[src/include/smc_pkg.sv]
// Shared constants, types and register layout of the SMBus control and EEPROM access block.
// Assumes a single 50 MHz core clock and a plain address/strobe register port.
package smc_pkg;
  // ==========================================================================
  // Timing
  localparam int CLK_PERIOD_NS = 20;
  localparam int PRESCALE_UNIT_NS = 32;
  localparam int FILT_NORMAL_NS = 1000;
  localparam int FILT_FAST_NS = 100;
  localparam logic [5:0] TICK_STEP = 6'(CLK_PERIOD_NS);
  localparam logic [5:0] TICK_UNIT = 6'(PRESCALE_UNIT_NS);
  localparam logic [5:0] FILT_NORMAL_CYC =
    6'((FILT_NORMAL_NS + CLK_PERIOD_NS - 1) / CLK_PERIOD_NS);
  localparam logic [5:0] FILT_FAST_CYC =
    6'((FILT_FAST_NS + CLK_PERIOD_NS - 1) / CLK_PERIOD_NS);
  localparam logic [3:0] ARB_LOSS_LAST = 4'hF;
  localparam logic [3:0] BIT_ACK = 4'h8;
  localparam logic [1:0] INIT_LOAD = 2'h2;
  localparam logic [1:0] INIT_DONE = 2'h3;
  // ==========================================================================
  // Register map
  localparam logic [11:0] CTRL_OFS = 12'h428;
  localparam logic [11:0] EEP_OFS = 12'h42C;
  localparam logic [11:0] IRQ_STS_OFS = 12'h434;
  localparam logic [11:0] IRQ_MSK_OFS = 12'h438;
  localparam logic [15:0] PRESCALE_SLOW = 16'h0139;
  localparam logic [15:0] PRESCALE_FAST = 16'h0053;
  localparam int CTRL_USED_W = 22;
  localparam int EEP_DATA_LSB = 16;
  localparam int EEP_BUSY_BIT = 24;
  localparam int EEP_DONE_BIT = 25;
  localparam int EEP_OP_BIT = 26;
  localparam int IRQ_W = 3;
  localparam int IRQ_DONE = 0;
  localparam int IRQ_ARB = 1;
  localparam int IRQ_NACK = 2;
  localparam logic OP_WRITE = 1'b0;
  localparam logic OP_READ = 1'b1;
  // ==========================================================================
  // Types
  typedef enum logic [1:0] {
    FLT_NORMAL = 2'b00, FLT_FAST = 2'b01, FLT_OFF = 2'b10, FLT_RSVD = 2'b11
  } smc_flt_e;
  typedef enum logic [2:0] {
    ST_IDLE = 3'b000, ST_START = 3'b001, ST_SEND = 3'b010, ST_RECV = 3'b011,
    ST_RSTART = 3'b100, ST_STOP = 3'b101, ST_WAIT = 3'b110
  } smc_st_e;
  typedef struct packed {
    logic [9:0] rsvd;
    smc_flt_e mmode;
    smc_flt_e smode;
    logic csum;
    logic iom;
    logic [15:0] prescale;
  } smc_ctrl_s;
  typedef struct packed {
    logic wr;
    logic rd;
    logic [11:0] addr;
    logic [31:0] wdata;
  } smc_req_s;
endpackage : smc_pkg

[src/smc_top.sv]
// SMBus control registers, bus glitch filters and a byte access engine for a serial EEPROM.
// Assumes one 50 MHz clock, a same-clock register master, and open-drain bus pins.
// ==========================================================================
// Summary of operation
// - Master bit clock period is 32 ns times the 16-bit prescale field.
// - A prescale of zero or one stops the master bus clock.
// - Prescale loads 0x0139 for slow boot strap, fast value otherwise.
// - Master clock low time is half the programmed period, rounded up.
// - Ignore-other-masters keeps a transfer going after a lost arbitration.
// - Ignore-checksum forces the init checksum to pass.
// - Slave line filters delay 1 us, 100 ns or nothing by code.
// - Master line filters use the same two-bit delay coding.
// - The 16-bit address field selects the EEPROM byte accessed.
// - Writing the data field launches one EEPROM operation.
// - Writes store the byte; reads return the fetched byte at completion.
// - Busy reads high while an EEPROM operation runs.
// - Done sets at completion, clears by writing one, zero while running.
// - Operation select is 0 for write, 1 for read.
// - Lost arbitration retries; sixteen losses abort and raise the error flag.
//
// Decided for this implementation: the plain strobed port.
`timescale 1ns/1ns
module smc_top #(
  parameter logic [6:0] EEPROM_DEV_ADDR = 7'h50
) (
  input wire logic clk,
  input wire logic rst_n,
  input wire smc_pkg::smc_req_s reg_req,
  output logic [31:0] reg_rdata,
  output logic irq,
  input wire logic boot_fast_mode,
  input wire logic init_checksum_ok,
  output logic init_checksum_pass,
  input wire logic master_bus_clock_pin_i,
  output logic master_bus_clock_pin_o,
  output logic master_bus_clock_pin_oe,
  input wire logic master_bus_data_pin_i,
  output logic master_bus_data_pin_o,
  output logic master_bus_data_pin_oe,
  input wire logic slave_bus_clock_pin_i,
  input wire logic slave_bus_data_pin_i,
  output logic slave_clock_filt,
  output logic slave_data_filt
);
  // ==========================================================================
  // Declarations
  smc_pkg::smc_ctrl_s ctrl_r;
  smc_pkg::smc_st_e st_r;
  logic [1:0] init_cnt_r;
  logic boot_s1_r, boot_s2_r;
  logic [15:0] addr_r;
  logic [7:0] data_r;
  logic op_r, done_r, nack_r, ack_r, csum_r;
  logic [smc_pkg::IRQ_W-1:0] sts_r, msk_r;
  logic [31:0] rdata_r;
  logic [5:0] acc_r;
  logic [5:0] acc_sum;
  logic tick_r;
  logic [15:0] tc_r;
  logic [3:0] bc_r;
  logic [2:0] bi_r;
  logic [3:0] loss_r;
  logic [7:0] rx_r;
  logic scl_oe_r, sda_oe_r;
  logic [3:0] raw_w, sy1_r, sy2_r, flt_r;
  logic [5:0] cnt_r [4];
  logic [5:0] lim_w [4];
  logic busy_w, run_w, active_w, stall_w, step_w;
  logic ev_q, ev_s, ev_e;
  logic [15:0] lo_w, qt_w, smp_w, end_w;
  logic [7:0] tx_byte_w;
  logic tx_bit_w, ack_now, arb_lost_w, arb_abort_w, done_set, read_ok_w;
  logic launch_w, wr_ctrl, wr_eep, wr_sts, wr_msk;
  logic [smc_pkg::IRQ_W-1:0] sts_set;
  logic scl_f, sda_f;

  assign wr_ctrl = reg_req.wr && reg_req.addr == smc_pkg::CTRL_OFS;
  assign wr_eep = reg_req.wr && reg_req.addr == smc_pkg::EEP_OFS;
  assign wr_sts = reg_req.wr && reg_req.addr == smc_pkg::IRQ_STS_OFS;
  assign wr_msk = reg_req.wr && reg_req.addr == smc_pkg::IRQ_MSK_OFS;
  assign busy_w = st_r != smc_pkg::ST_IDLE;
  assign launch_w = wr_eep && !busy_w;

  // ==========================================================================
  // Control register and boot strap load
  always_ff @(posedge clk) begin
    if (!rst_n) begin
      boot_s1_r <= 1'b0;
      boot_s2_r <= 1'b0;
    end else begin
      boot_s1_r <= boot_fast_mode;
      boot_s2_r <= boot_s1_r;
    end
  end

  // The strap is taken two cycles after release so the synchroniser has settled.
  always_ff @(posedge clk) begin
    if (!rst_n) begin
      init_cnt_r <= 2'h0;
      ctrl_r <= '0;
      ctrl_r.prescale <= smc_pkg::PRESCALE_SLOW;
    end else begin
      if (init_cnt_r != smc_pkg::INIT_DONE) begin
        init_cnt_r <= init_cnt_r + 2'h1;
      end
      if (wr_ctrl) begin
        ctrl_r <= smc_pkg::smc_ctrl_s'({10'h000, reg_req.wdata[smc_pkg::CTRL_USED_W-1:0]});
      end else if (init_cnt_r == smc_pkg::INIT_LOAD) begin
        ctrl_r.prescale <= boot_s2_r ? smc_pkg::PRESCALE_FAST : smc_pkg::PRESCALE_SLOW;
      end
    end
  end

  always_ff @(posedge clk) begin
    if (!rst_n) begin
      csum_r <= 1'b0;
    end else begin
      csum_r <= init_checksum_ok || ctrl_r.csum;
    end
  end
  assign init_checksum_pass = csum_r;

  // ==========================================================================
  // Glitch filters: 0..1 master clock/data, 2..3 slave clock/data
  assign raw_w = {slave_bus_data_pin_i, slave_bus_clock_pin_i,
                  master_bus_data_pin_i, master_bus_clock_pin_i};

  function automatic logic [5:0] flt_lim(input smc_pkg::smc_flt_e m);
    logic [5:0] v;
    v = smc_pkg::FILT_NORMAL_CYC;
    unique case (m)
      smc_pkg::FLT_FAST: v = smc_pkg::FILT_FAST_CYC;
      smc_pkg::FLT_OFF: v = 6'h00;
      // The reserved code behaves as the normal 1 us filter.
      default: v = smc_pkg::FILT_NORMAL_CYC;
    endcase
    return v;
  endfunction : flt_lim

  genvar gi;
  generate
    for (gi = 0; gi < 4; gi++) begin : g_flt
      assign lim_w[gi] = flt_lim(gi < 2 ? ctrl_r.mmode : ctrl_r.smode);
      always_ff @(posedge clk) begin
        if (!rst_n) begin
          sy1_r[gi] <= 1'b1;
          sy2_r[gi] <= 1'b1;
          flt_r[gi] <= 1'b1;
          cnt_r[gi] <= 6'h00;
        end else begin
          sy1_r[gi] <= raw_w[gi];
          sy2_r[gi] <= sy1_r[gi];
          if (sy2_r[gi] == flt_r[gi] || lim_w[gi] == 6'h00) begin
            flt_r[gi] <= sy2_r[gi];
            cnt_r[gi] <= 6'h00;
          end else if (cnt_r[gi] >= lim_w[gi]) begin
            flt_r[gi] <= sy2_r[gi];
            cnt_r[gi] <= 6'h00;
          end else begin
            cnt_r[gi] <= cnt_r[gi] + 6'h01;
          end
        end
      end
    end
  endgenerate
  assign scl_f = flt_r[0];
  assign sda_f = flt_r[1];
  assign slave_clock_filt = flt_r[2];
  assign slave_data_filt = flt_r[3];

  // ==========================================================================
  // Prescaler time base
  // A 32 ns unit does not divide the 20 ns clock, so the unit tick comes from a
  // fractional accumulator; single bits jitter by one clock but periods average exactly.
  assign acc_sum = acc_r + smc_pkg::TICK_STEP;
  always_ff @(posedge clk) begin
    if (!rst_n) begin
      acc_r <= 6'h00;
      tick_r <= 1'b0;
    end else if (acc_sum >= smc_pkg::TICK_UNIT) begin
      acc_r <= acc_sum - smc_pkg::TICK_UNIT;
      tick_r <= 1'b1;
    end else begin
      acc_r <= acc_sum;
      tick_r <= 1'b0;
    end
  end

  assign run_w = ctrl_r.prescale > 16'h0001;
  assign lo_w = ctrl_r.prescale - (ctrl_r.prescale >> 1);
  assign qt_w = lo_w >> 1;
  assign smp_w = lo_w + ((ctrl_r.prescale - lo_w) >> 1);
  assign end_w = ctrl_r.prescale - 16'h0001;
  assign active_w = busy_w && st_r != smc_pkg::ST_WAIT;
  // Clock stretching by a slave holds the slot while the line stays low.
  assign stall_w = active_w && tc_r >= lo_w && !scl_f;
  assign step_w = tick_r && run_w && !stall_w;
  assign ev_q = step_w && tc_r == qt_w;
  assign ev_s = step_w && tc_r == smp_w;
  assign ev_e = step_w && tc_r == end_w;

  always_ff @(posedge clk) begin
    if (!rst_n) begin
      tc_r <= 16'h0000;
    end else if (!busy_w || launch_w) begin
      tc_r <= 16'h0000;
    end else if (step_w) begin
      tc_r <= ev_e ? 16'h0000 : tc_r + 16'h0001;
    end
  end

  // ==========================================================================
  // Byte sequencer
  always_comb begin
    tx_byte_w = {EEPROM_DEV_ADDR, smc_pkg::OP_WRITE};
    unique case (bi_r)
      3'h1: tx_byte_w = addr_r[15:8];
      3'h2: tx_byte_w = addr_r[7:0];
      3'h3: tx_byte_w = op_r ? {EEPROM_DEV_ADDR, smc_pkg::OP_READ} : data_r;
      default: tx_byte_w = {EEPROM_DEV_ADDR, smc_pkg::OP_WRITE};
    endcase
  end
  assign tx_bit_w = bc_r < smc_pkg::BIT_ACK ? tx_byte_w[3'(4'h7 - bc_r)] : 1'b1;
  assign ack_now = ev_s ? sda_f : ack_r;
  assign arb_lost_w = ev_s && st_r == smc_pkg::ST_SEND && bc_r < smc_pkg::BIT_ACK
                      && tx_bit_w && !sda_f && !ctrl_r.iom;
  assign arb_abort_w = arb_lost_w && loss_r == smc_pkg::ARB_LOSS_LAST;
  assign done_set = (ev_e && st_r == smc_pkg::ST_STOP) || arb_abort_w;
  assign read_ok_w = ev_e && st_r == smc_pkg::ST_STOP && op_r == smc_pkg::OP_READ && !nack_r;

  always_ff @(posedge clk) begin
    if (!rst_n) begin
      ack_r <= 1'b0;
      rx_r <= 8'h00;
    end else if (ev_s && st_r == smc_pkg::ST_SEND && bc_r == smc_pkg::BIT_ACK) begin
      ack_r <= sda_f;
    end else if (ev_s && st_r == smc_pkg::ST_RECV && bc_r < smc_pkg::BIT_ACK) begin
      rx_r <= {rx_r[6:0], sda_f};
    end
  end

  always_ff @(posedge clk) begin
    if (!rst_n) begin
      st_r <= smc_pkg::ST_IDLE;
      bc_r <= 4'h0;
      bi_r <= 3'h0;
      loss_r <= 4'h0;
      nack_r <= 1'b0;
    end else if (launch_w) begin
      st_r <= smc_pkg::ST_START;
      bc_r <= 4'h0;
      bi_r <= 3'h0;
      loss_r <= 4'h0;
      nack_r <= 1'b0;
    end else if (arb_lost_w) begin
      loss_r <= loss_r + 4'h1;
      bc_r <= 4'h0;
      bi_r <= 3'h0;
      st_r <= arb_abort_w ? smc_pkg::ST_IDLE : smc_pkg::ST_WAIT;
    end else if (ev_e) begin
      unique case (st_r)
        smc_pkg::ST_WAIT: st_r <= smc_pkg::ST_START;
        smc_pkg::ST_START, smc_pkg::ST_RSTART: begin
          st_r <= smc_pkg::ST_SEND;
          bc_r <= 4'h0;
        end
        smc_pkg::ST_SEND: begin
          if (bc_r != smc_pkg::BIT_ACK) begin
            bc_r <= bc_r + 4'h1;
          end else begin
            bc_r <= 4'h0;
            loss_r <= 4'h0;
            if (ack_now) begin
              nack_r <= 1'b1;
              st_r <= smc_pkg::ST_STOP;
            end else if (bi_r == 3'h2 && op_r == smc_pkg::OP_READ) begin
              st_r <= smc_pkg::ST_RSTART;
              bi_r <= 3'h3;
            end else if (bi_r == 3'h3) begin
              st_r <= op_r == smc_pkg::OP_READ ? smc_pkg::ST_RECV : smc_pkg::ST_STOP;
            end else begin
              bi_r <= bi_r + 3'h1;
            end
          end
        end
        smc_pkg::ST_RECV: begin
          if (bc_r != smc_pkg::BIT_ACK) begin
            bc_r <= bc_r + 4'h1;
          end else begin
            bc_r <= 4'h0;
            st_r <= smc_pkg::ST_STOP;
          end
        end
        smc_pkg::ST_STOP: st_r <= smc_pkg::ST_IDLE;
        default: st_r <= smc_pkg::ST_IDLE;
      endcase
    end
  end

  // ==========================================================================
  // Open-drain pin drive: the pins only ever pull low
  always_ff @(posedge clk) begin
    if (!rst_n) begin
      scl_oe_r <= 1'b0;
    end else begin
      scl_oe_r <= active_w && !arb_lost_w && tc_r < lo_w;
    end
  end

  always_ff @(posedge clk) begin
    if (!rst_n) begin
      sda_oe_r <= 1'b0;
    end else if (!busy_w || arb_lost_w) begin
      sda_oe_r <= 1'b0;
    end else if (ev_q) begin
      unique case (st_r)
        smc_pkg::ST_SEND: sda_oe_r <= !tx_bit_w;
        smc_pkg::ST_STOP: sda_oe_r <= 1'b1;
        default: sda_oe_r <= 1'b0;
      endcase
    end else if (ev_s) begin
      if (st_r == smc_pkg::ST_START || st_r == smc_pkg::ST_RSTART) begin
        sda_oe_r <= 1'b1;
      end else if (st_r == smc_pkg::ST_STOP) begin
        sda_oe_r <= 1'b0;
      end
    end
  end
  assign master_bus_clock_pin_o = 1'b0;
  assign master_bus_data_pin_o = 1'b0;
  assign master_bus_clock_pin_oe = scl_oe_r;
  assign master_bus_data_pin_oe = sda_oe_r;

  // ==========================================================================
  // EEPROM access register
  // A write while busy is dropped whole, except that its done bit still clears.
  always_ff @(posedge clk) begin
    if (!rst_n) begin
      addr_r <= 16'h0000;
      data_r <= 8'h00;
      op_r <= smc_pkg::OP_WRITE;
    end else if (launch_w) begin
      addr_r <= reg_req.wdata[15:0];
      data_r <= reg_req.wdata[smc_pkg::EEP_DATA_LSB +: 8];
      op_r <= reg_req.wdata[smc_pkg::EEP_OP_BIT];
    end else if (read_ok_w) begin
      data_r <= rx_r;
    end
  end

  always_ff @(posedge clk) begin
    if (!rst_n) begin
      done_r <= 1'b0;
    end else if (done_set) begin
      done_r <= 1'b1;
    end else if (launch_w || (wr_eep && reg_req.wdata[smc_pkg::EEP_DONE_BIT])) begin
      done_r <= 1'b0;
    end
  end

  // ==========================================================================
  // Interrupt status and mask
  assign sts_set = {done_set && nack_r, arb_abort_w, done_set};
  always_ff @(posedge clk) begin
    if (!rst_n) begin
      sts_r <= '0;
      msk_r <= '0;
    end else begin
      sts_r <= (sts_r & ~(wr_sts ? reg_req.wdata[smc_pkg::IRQ_W-1:0] : '0)) | sts_set;
      if (wr_msk) begin
        msk_r <= reg_req.wdata[smc_pkg::IRQ_W-1:0];
      end
    end
  end
  assign irq = |(sts_r & msk_r);

  // ==========================================================================
  // Register read port, data in the cycle after the strobe
  always_ff @(posedge clk) begin
    if (!rst_n) begin
      rdata_r <= 32'h0000_0000;
    end else begin
      rdata_r <= 32'h0000_0000;
      if (reg_req.rd) begin
        unique case (reg_req.addr)
          smc_pkg::CTRL_OFS: rdata_r <= ctrl_r;
          smc_pkg::EEP_OFS: rdata_r <= {5'h00, op_r, done_r, busy_w, data_r, addr_r};
          smc_pkg::IRQ_STS_OFS: rdata_r <= {29'h0000_0000, sts_r};
          smc_pkg::IRQ_MSK_OFS: rdata_r <= {29'h0000_0000, msk_r};
          default: rdata_r <= 32'h0000_0000;
        endcase
      end
    end
  end
  assign reg_rdata = rdata_r;
endmodule : smc_top
[config.mk]
export PLATFORM = sky130hd
export DESIGN_NAME = smc_top
export DESIGN_NICKNAME = d
export VERILOG_FILES = /design/src/include/smc_pkg.sv /design/src/smc_top.sv
export SDC_FILE = /design/constraint.sdc
export NUM_CORES = 1
export LEC_CHECK = 0
export BUFFER_PORTS_ARGS = -buffer_cell sky130_fd_sc_hd__buf_4
export CAP_MARGIN = 40
export CORE_UTILIZATION = 55
export CTS_CLUSTER_SIZE = 25
export DETAILED_ROUTE_END_ITERATION = 12
export PLACE_DENSITY_LB_ADDON = 0.12
export SYNTH_ARGS = -nofsm -noshare
export SYNTH_HDL_FRONTEND = slang
export SYNTH_SLANG_ARGS = --single-unit
[constraint.sdc]
create_clock -name clk -period 6.8 [get_ports clk]
set_input_delay 0.34 -clock clk [delete_from_list [all_inputs] [get_ports clk]]
set_output_delay 0.34 -clock clk [all_outputs]
set_load 0.005 [all_outputs]
==> results_dict.tcl, run 1 <==
set metrics [dict create \
    leakage_uw 0.00560 \
    wl_per_cell_um 17.4 \
    clk_latency_ps 440 \
    syn-cell-area_sq_um 11600 \
    r2r_start "ctrl_r[4]$_SDFFE_PN1P_" \
    die_h_um 148 \
    dp_hpwl_mm 23.1 \
    ys_ff_latch 169 \
    p_sw_share_pct 29.1 \
    layout_commonest_cell "dfxtp_1" \
    synthArstFlopShare_pct 0 \
    regToRegSetupSlack_ps 230 \
    hold_viol 0 \
    tritoncts "yes" \
    gp_congestion 0.948 \
    p_int_uw 1750 \
    path_max_fanout 5 \
    grt_overflow 0 \
    holdCritStartpoint "master_bus_data_pin_i" \
    worstPathArrival_ps 6900 \
    post-route-min-period_ps 6570 \
    rsz0062_at_grt "yes" \
    cpPeakStageDelay_ps 400 \
    initial_core_util_pct 56.8 \
    ys.flop_type "dfxtp_1" \
    fp.dieW_um 148 \
    crit_path_frequent_cell "a21oi_2" \
    path_clk_slew_ps 80 \
    dr.pass1.iters 6 \
    dieArea_sq_um 21800 \
    drc 0 \
    grt_max_degree 60 \
    synth_cell_type_count 78 \
    endpoint_kind "flop" \
    cts_root_buf "clkbuf_16" \
    fmax_ghz 0.152 \
    clock_path_buffers 2 \
    slew-limit-headroom_pct 45.8 \
    route.vias.total 10400 \
    synth_cells 1390 \
    hold_path_class "primary input to flop" \
    clock-sinks 169 \
    power_frac_comb_pct 18.0 \
    antenna_cells 0 \
    reg2reg_to "bi_r[2]$_SDFFE_PP0P_" \
    grt_pass1_vias 9582 \
    finalCritPeriodShare_pct 96.7 \
    htree_levels 4 \
    grt_usage_pct 28.5 \
    setup_viol 0 \
    worstHoldPathCells 2 \
    nets 1662 \
    setup.worst_path.start_class "flop" \
    path_buf_inv 3 \
    worstPathRequired_ps 7130 \
    post-route-util_pct 66.7 \
    ant_nets 0 \
    core_sq_um 20500 \
    avgSynthCellArea_sq_um 8.38 \
    whs_endpoint "sy1_r[1]$_SDFF_PN1_" \
    grt_pass1_wl_mm 49.3 \
    outcome "complete, no violations" \
    fin_worst_skew_ps 11.8 \
    worst_pin_slew_ps 810 \
    maxCapViolations 0 \
    wl_mm 31.0 \
    placement.io_buffers 80 \
    power_frac_seq_pct 42.2 \
    p_total_uw 2480 \
    vdd_ir_drop_max_mv 0.216 \
    reg2reg_depth 33 \
    synth-seq-area-share_pct 31.1 \
    synth-edff-count 24 \
    crit_family "compound AO/OA/AOI/OAI gates" \
    power_switching_uw 721 \
    maxSlewViolCount 0 \
    drt-initial-drc-count 786 \
    antenna_found_initial 0 \
    crit_path_top_delay_cell "maj3_1" \
    power_density_nw_per_um2 181 \
    rows 52 \
    syn2layout_area_growth_pct 17.4 \
    ys_warn_count 0 \
    mostFrequentLayoutCells "dfxtp_1 (143), buf_4 (133), nor2_1 (122)" \
    cts_buffers 17 \
    path_class "flop to flop" \
    pwr-share-clk_pct 39.8 \
    layout-drive-gt1-share_pct 15.2 \
    via_per_inst 5.83 \
    ios 94 \
]
state kept, by name, summed over array words and instances, names as in the netlist, 2 cells and up:
register    count
rx_r            8
bc_r            4
sts_r           3
tc_r           16
loss_r          4
sy2_r           4
acc_r           4
reg_rdata      27
bi_r            3
init_cnt_r      2
addr_r         16
ctrl_r         22
data_r          8
msk_r           3
st_r            3
cnt_r          24
sy1_r           4
cell usage after synthesis (5+ instances only):
master / number / area (sq um)
and4_1: 5 / 43.8
a31oi_1: 12 / 75.1
or3_1: 9 / 56.3
dfxtp_1: 145 / 2900
nand4_1: 21 / 131
a211oi_1: 6 / 45.0
inv_1: 73 / 274
nor2b_1: 36 / 225
a2111oi_0: 5 / 43.8
xor2_1: 56 / 490
mux2i_1: 20 / 200
nand4b_1: 7 / 61.3
o211ai_1: 17 / 128
edfxtp_1: 24 / 721
o31ai_1: 8 / 60.1
o2111ai_1: 6 / 52.6
o21a_1: 9 / 67.6
nor2_1: 125 / 469
a21oi_1: 55 / 275
clkbuf_1: 62 / 233
a21o_1: 12 / 90.1
buf_2: 8 / 40.0
nand2b_1: 23 / 144
nor3_1: 34 / 170
buf_4: 8 / 60.1
o21ai_0: 52 / 260
xnor2_1: 77 / 674
ha_1: 107 / 1340
or4_1: 5 / 37.5
nand2_1: 119 / 447
nand3_1: 64 / 320
a22oi_1: 25 / 188
a211o_1: 6 / 52.6
and3_1: 19 / 119
and2_1: 20 / 125
a21boi_0: 27 / 203
cell type report:
type                    count  area, sq um
multi-input cells        1098         7750
fillers                  1744         6820
flip-flops and latches    169         3630
repair buffers            139         1090
clock buffers              21          482
well taps                 270          338
inverters                  73          277
clock inverters            11          104
worst max path at each step:
stage | depth (start not counted) | from | end
6_report | 33 | ctrl_r[4]$_SDFFE_PN1P_ | bi_r[2]$_SDFFE_PP0P_
5_1_grt | 35 | ctrl_r[1]$_SDFFE_PN0P_ | bi_r[2]$_SDFFE_PP0P_
4_1_cts | 33 | ctrl_r[0]$_SDFFE_PN1P_ | st_r[2]$_SDFFE_PP0P_
3_5_place_dp | 32 | ctrl_r[0]$_SDFFE_PN1P_ | rx_r[6]$_SDFFE_PN0P_
3_3_place_gp | 33 | ctrl_r[0]$_SDFFE_PN1P_ | st_r[2]$_SDFFE_PP0P_
2_1_floorplan | 33 | ctrl_r[1]$_SDFFE_PN0P_ | st_r[2]$_SDFFE_PP0P_
logic make-up after synthesis:
group                    Yosys count  synth area share (%)
flip-flops                       169                  31.1
XOR/XNOR                         137                  10.7
adder cells (fa/ha/maj)          113                  12.3
multiplexers                      22                  2.01
AND/OR/NAND/NOR                  515                  22.1
AO/OA/AOI/OAI                    279                  16.4
other                              2                0.0645
buffers and inverters            153                  5.27
metal layers:
metal | track usage, % | up-vias | share of wire [%]
met5 | 0 | - | 0
met1 | 40.6 | 4897 | 47
li1 | - | 5056 | -
met2 | 42.9 | 393 | 43
met3 | 6.57 | 41 | 7.7
met4 | 7.84 | 0 | 1.5
stage by stage:
stage / hold slack (ps) / area [sq um] / cells / TNS (ps) / setup WS [ps]
detailed placement: 409 / 12800 / 1737 / 0 / 8.76
global route: 83.5 / 13700 / 1781 / -330 / -105
floorplan: 386 / 11800 / 1420 / 0 / 24.6
global placement: 390 / 12700 / 1734 / 0 / 150
finish: 76.4 / 13700 / 1781 / 0 / 226
CTS: 69.1 / 13400 / 1770 / 0 / 14.4
worst reg2reg max path: cells and delay by family (launching register included):
kind	cells	cell delay (ps)
compound gates	12	2020
fa+ha+maj	5	1640
simple gates	8	1180
mux	2	560
xor+xnor	3	380
buf+inv	3	370
flops	1	330
power groups by stage:
| stage | registers, uW | clock network, uW | logic [uW] |
|---|---|---|---|
| 3_5_place_dp | 1070 | 0 | 410 |
| 4_1_cts | 1040 | 995 | 415 |
| 6_report | 1040 | 985 | 446 |
| 3_3_place_gp | 1070 | 0 | 402 |
| 2_1_floorplan | 1060 | 0 | 304 |
| 5_1_grt | 1050 | 1030 | 490 |
timing repair:
| item | 4_1_cts | 5_1_grt |
|---|---|---|
| resized for setup | 4 | 48 |
| pin swaps | 2 | 29 |
| cloned | 0 | 1 |
| setup endpoints to repair | 13 | 30 |
| buffers inserted | 1 | 9 |
| hold buffers | 0 | 0 |
Note: power is estimated with default switching activity, not from simulation.
==> run 2, diff against run 1 <==
CORE_MARGIN = 2   (was not set)
GPL_TIMING_DRIVEN = 0   (was not set)
SETUP_SLACK_MARGIN = 0.05   (was not set)
==> run 2 against run 1 <==
Effect of this change:
- non-clock buffer count grew 58
- first-iteration DRC count up 22%
- die area is 2.7% higher
- worst hold slack got worse by 1.2 ps
- sequential power is essentially flat
- critical path depth grew 1
- clock power barely moved
- total power is 2.1% higher
- global-route usage is 1.2 points higher
- final cell count up 3.5%
- design area grew 3.5%
- wire length increased by 8.7%
- critical path type unchanged
==> results_dict.tcl, run 2 (synthesized netlist as in run 1, its figures left out) <==
set metrics [dict create \
    hold_slack_ps 75.2 \
    fmax_ghz 0.154 \
    nets 1720 \
    hold_path_class "primary input to flop" \
    clk_latency_ps 450 \
    antenna_found_initial 0 \
    rsz0062_at_grt "no" \
    post-route-min-period_ps 6500 \
    rows 53 \
    path_class "flop to flop" \
    wl_per_cell_um 18.3 \
    dieArea_sq_um 22400 \
    drc 0 \
    placement.io_buffers 79 \
    drt-initial-drc-count 955 \
    fp.dieW_um 150 \
    ios 94 \
    hold_buffers 0 \
    path_buf_inv 3 \
    path_max_fanout 5 \
    tritoncts "yes" \
    maxCapViolations 0 \
    initial_core_util_pct 55.8 \
    wl_mm 33.7 \
    crit_family "compound AO/OA/AOI/OAI gates" \
    worstPathRequired_ps 7180 \
    core_sq_um 20900 \
    mostFrequentLayoutCells "dfxtp_1 (138), buf_4 (126), nor2_1 (119)" \
    via_per_inst 5.80 \
    fin_worst_skew_ps 14.6 \
    die_h_um 150 \
    dp_hpwl_mm 24.8 \
    setup.worst_path.start_class "flop" \
    setup_viol 0 \
    gp_congestion 0.919 \
    htree_levels 4 \
    antenna_cells 0 \
    hold_viol 0 \
    grt_overflow 0 \
    worstPathArrival_ps 6870 \
    layout_commonest_cell "dfxtp_1" \
    largest_register_ffs 27 \
    grt_pass1_wl_mm 52.2 \
    finalCritPeriodShare_pct 95.5 \
    endpoint_kind "flop" \
    power_density_nw_per_um2 179 \
    cpPeakStageDelay_ps 390 \
    clock-sinks 169 \
    route.vias.total 10700 \
    layout-drive-gt1-share_pct 17.1 \
    timing.setup.tns_ps 0 \
    leakage_uw 0.00566 \
    dr.pass1.iters 6 \
    ant_nets 0 \
    worst_pin_slew_ps 838 \
    path_clk_slew_ps 80 \
    fillCellCount 1744 \
    clock_path_buffers 2 \
    maxSlewViolCount 0 \
    crit_path_top_delay_cell "dfxtp_4" \
    vdd_ir_drop_max_mv 0.171 \
    slew-limit-headroom_pct 44.0 \
    syn2layout_area_growth_pct 21.5 \
    post-route-util_pct 67.8 \
    grt_usage_pct 29.7 \
    grt_pass1_vias 10000 \
    grt_max_degree 20 \
    outcome "complete, no violations" \
    cts_buffers 17 \
    cts_root_buf "clkbuf_16" \
]
## run 2: final timing paths
| check | startpoint | to | slack [ps] | depth (start not counted) |
|---|---|---|---|---|
| worst min register to register | sy1_r[3]$_SDFF_PN1_ | sy2_r[3]$_SDFF_PN1_ | 410 | 1 |
| worst max-delay path | ctrl_r[4]$_SDFFE_PN1P_ | st_r[2]$_SDFFE_PP0P_ | 300 | 34 |
| worst min-delay path | slave_bus_data_pin_i | sy1_r[3]$_SDFF_PN1_ | 80 | 2 |
| worst max register to register | ctrl_r[4]$_SDFFE_PN1P_ | st_r[2]$_SDFFE_PP0P_ | 300 | 34 |
## run 2: layer usage
layer | up-vias | share of wire [%] | track usage, %
met3 | 78 | 6.1 | 4.60
met2 | 403 | 45 | 46.5
li1 | 5189 | - | -
met4 | 0 | 3.1 | 11.0
met5 | - | 0 | 0
met1 | 5020 | 45 | 41.3
## run 2: what timing repair did
| action | CTS | global route |
|---|---|---|
| endpoints found under the setup margin | 30 | 30 |
| endpoints found under the hold margin | 0 | 0 |
| pin swaps | 29 | 37 |
| resized for setup | 69 | 54 |
| setup buffers | 21 | 19 |
| cloned | 1 | 0 |
## run 2: final cells by class
cell class                      instances  area [sq um]  area share (%)
Buffer                                 75           340            2.40
Sequential cell                       169          3640            25.7
Clock buffer                           18           439            3.10
Tap cell                              275           344            2.43
Timing Repair Buffer                  122           920            6.50
Clock inverter                         14           174            1.23
Inverter                               73           287            2.02
Multi-Input combinational cell       1098          8010            56.6
## run 2: power breakdown
part | internal [uW] | switching [uW] | total (uW)
Combinational | 217 | 262 | 478
Clock | 509 | 497 | 1010
Sequential | 1030 | 16.0 | 1040
## run 2: metrics by stage
stage / total power (uW) / cells / worst slack [ps] / area (sq um)
floorplan: 1370 / 1420 / 116 / 11800
global placement: 1470 / 1774 / -1030 / 12700
detailed placement: 1470 / 1776 / -1130 / 12700
CTS: 2490 / 1828 / 51.1 / 13800
global route: 2620 / 1844 / 8.41 / 14200
finish: 2530 / 1844 / 305 / 14200
==> run 3, diff against run 2 <==
CORE_UTILIZATION = 35   (was 55)
clock period = 6.35 ns   (was 6.8 ns; I/O delays follow)
==> run 3 against run 2 <==
Effect of this change:
- fmax rose by 0.22%
- register-to-register slack got worse by 440 ps
- via count decreased by 3.8%
- first-iteration DRC count is 20% lower
- worst hold slack worse by 25 ps
- sequential share of layout area decreased by 0.46 points
- clock skew decreased by 4.9 ps
- the flow now finishes with violations (setup timing)
- highest routed layer unchanged
- largest cell class unchanged
- wire length rose by 1.2%
==> results_dict.tcl, run 3 (synthesized netlist as in run 1, its figures left out) <==
set metrics [dict create \
    fin_worst_skew_ps 9.62 \
    setup.worst_path.start_class "flop" \
    dp_hpwl_mm 26.5 \
    rsz0062_at_grt "yes" \
    clock-sinks 169 \
    maxSlewViolCount 0 \
    grt_pass1_vias 10100 \
    final_area_sq_um 14400 \
    crit_path_top_delay_cell "dfxtp_4" \
    crit_path_frequent_cell "ha_4" \
    cts_buffers 17 \
    worstPathArrival_ps 6820 \
    largest_register_ffs 27 \
    post-route-util_pct 44.1 \
    cts_root_buf "clkbuf_16" \
    r2r_start "ctrl_r[4]$_SDFFE_PN1P_" \
    grt_max_degree 18 \
    dieArea_sq_um 34800 \
    path_class "flop to flop" \
    rows 66 \
    finalCritPeriodShare_pct 102 \
    worstPathRequired_ps 6690 \
    die_h_um 186 \
    antenna_found_initial 0 \
    crit_start "ctrl_r[4]$_SDFFE_PN1P_" \
    tritoncts "yes" \
    wl_per_cell_um 17.0 \
    fp.dieW_um 186 \
    pre_cts_slack_ps -1700 \
    reg2reg_to "st_r[0]$_SDFFE_PN0P_" \
    clock_path_buffers 2 \
    fin_ws_ps -131 \
    hold_buffers 0 \
    reg2reg_depth 34 \
    syn2layout_area_growth_pct 23.6 \
    mostFrequentLayoutCells "dfxtp_1 (139), buf_4 (117), nor2_1 (117), nand2_1 (117), ha_1 (98)" \
    ant_nets 0 \
    dp.cells 1943 \
    path_max_fanout 5 \
    gp_congestion 0.850 \
    cp-endpoint "st_r[0]$_SDFFE_PN0P_" \
    finalNonFillerCells 2009 \
    outcome "finished, violations left" \
    path_clk_slew_ps 70 \
    via_per_inst 5.12 \
    clk_latency_ps 450 \
    place_area_sq_um 13000 \
    wl_mm 34.1 \
    grt_pass1_wl_mm 54.2 \
    layout-drive-gt1-share_pct 17.0 \
    slew-limit-headroom_pct 43.7 \
    grt_overflow 0 \
    endpoint_kind "flop" \
    worst_pin_slew_ps 836 \
    fmax_ghz 0.154 \
    layout_commonest_cell "dfxtp_1" \
    grt_usage_pct 19.5 \
    regToRegSetupSlack_ps -130 \
    p_total_uw 2700 \
    failed_checks "setup timing" \
    drt-initial-drc-count 761 \
    power_density_nw_per_um2 187 \
    hold_path_class "primary input to flop" \
    leakage_uw 0.00566 \
    vdd_ir_drop_max_mv 0.182 \
    htree_levels 4 \
    initial_core_util_pct 35.7 \
    route.vias.total 10300 \
    drc 0 \
    ios 94 \
    placement.io_buffers 79 \
    setup_viol 18 \
    post-route-min-period_ps 6480 \
    hold_viol 0 \
    maxCapViolations 0 \
    fillCellCount 3268 \
    cpPeakStageDelay_ps 390 \
    core_sq_um 32600 \
    antenna_cells 0 \
    dr.pass1.iters 5 \
    nets 1718 \
]
==> run 3: changes by cell type in the layout (fill, tap and decap cells not counted), sizes merged <==
cell / change
clkinv: -3
buf: -2
bufinv: +1
clkinvlp: +1
inv: +1
==> run 3: what timing repair did <==
action,CTS,global route
pin swaps,47,32
gates cloned,1,0
gates resized for setup,69,51
setup buffers,31,9
setup endpoints to repair,30,34
==> run 3: metal layers <==
| layer | up-vias | part of all wire [%] | global-route usage, % |
|---|---|---|---|
| li1 | 5201 | - | - |
| met1 | 4818 | 49 | 27.2 |
| met2 | 228 | 45 | 31.5 |
| met3 | 38 | 3.8 | 2.61 |
| met4 | 0 | 2.0 | 5.63 |
| met5 | - | 0 | 0 |
==> run 3: critical path, delay by kind of cell, from the launching register on <==
kind,cells,cell delay [ps]
buffers and inverters,3,440
adder cells (fa/ha/maj),5,1520
XOR/XNOR,3,500
AND/OR/NAND/NOR,9,1320
multiplexers,1,260
AO/OA/AOI/OAI,13,1950
flip-flops,1,390
==> run 3: power breakdown <==
part | leakage [uW] | switching, uW | internal, uW
clock | 0.000289 | 506 | 570
combinational | 0.00395 | 276 | 229
sequential | 0.00142 | 15.8 | 1100
==> run 3: per-stage QoR <==
step	setup TNS [ps]	hold slack [ps]
2_1_floorplan	0	386
4_1_cts	-4810	38.2
5_1_grt	-10190	53.1
3_3_place_gp	-32870	389
6_report	-876	50.0
3_5_place_dp	-34300	393
==> run 3: layout make-up <==
class,instances,area [sq um],share of cell area (%)
plain buffers,76,344,2.39
clock buffers,18,439,3.05
clock inverters,14,156,1.09
inverters,73,292,2.02
multi-input cells,1098,8060,55.9
flip-flops and latches,169,3640,25.3
well taps,442,553,3.84
repair buffers,119,920,6.39
==> run 3: worst min-delay path by stage <==
stage                                      from             endpoint  cells after the start
after floorplan             sy1_r[0]$_SDFF_PN1_  sy2_r[0]$_SDFF_PN1_                      1
after global placement      sy1_r[1]$_SDFF_PN1_  sy2_r[1]$_SDFF_PN1_                      1
after detailed placement    sy1_r[3]$_SDFF_PN1_  sy2_r[3]$_SDFF_PN1_                      1
after CTS                 master_bus_data_pin_i  sy1_r[1]$_SDFF_PN1_                      2
after global routing      slave_bus_clock_pin_i  sy1_r[2]$_SDFF_PN1_                      2
final                     master_bus_data_pin_i  sy1_r[1]$_SDFF_PN1_                      2
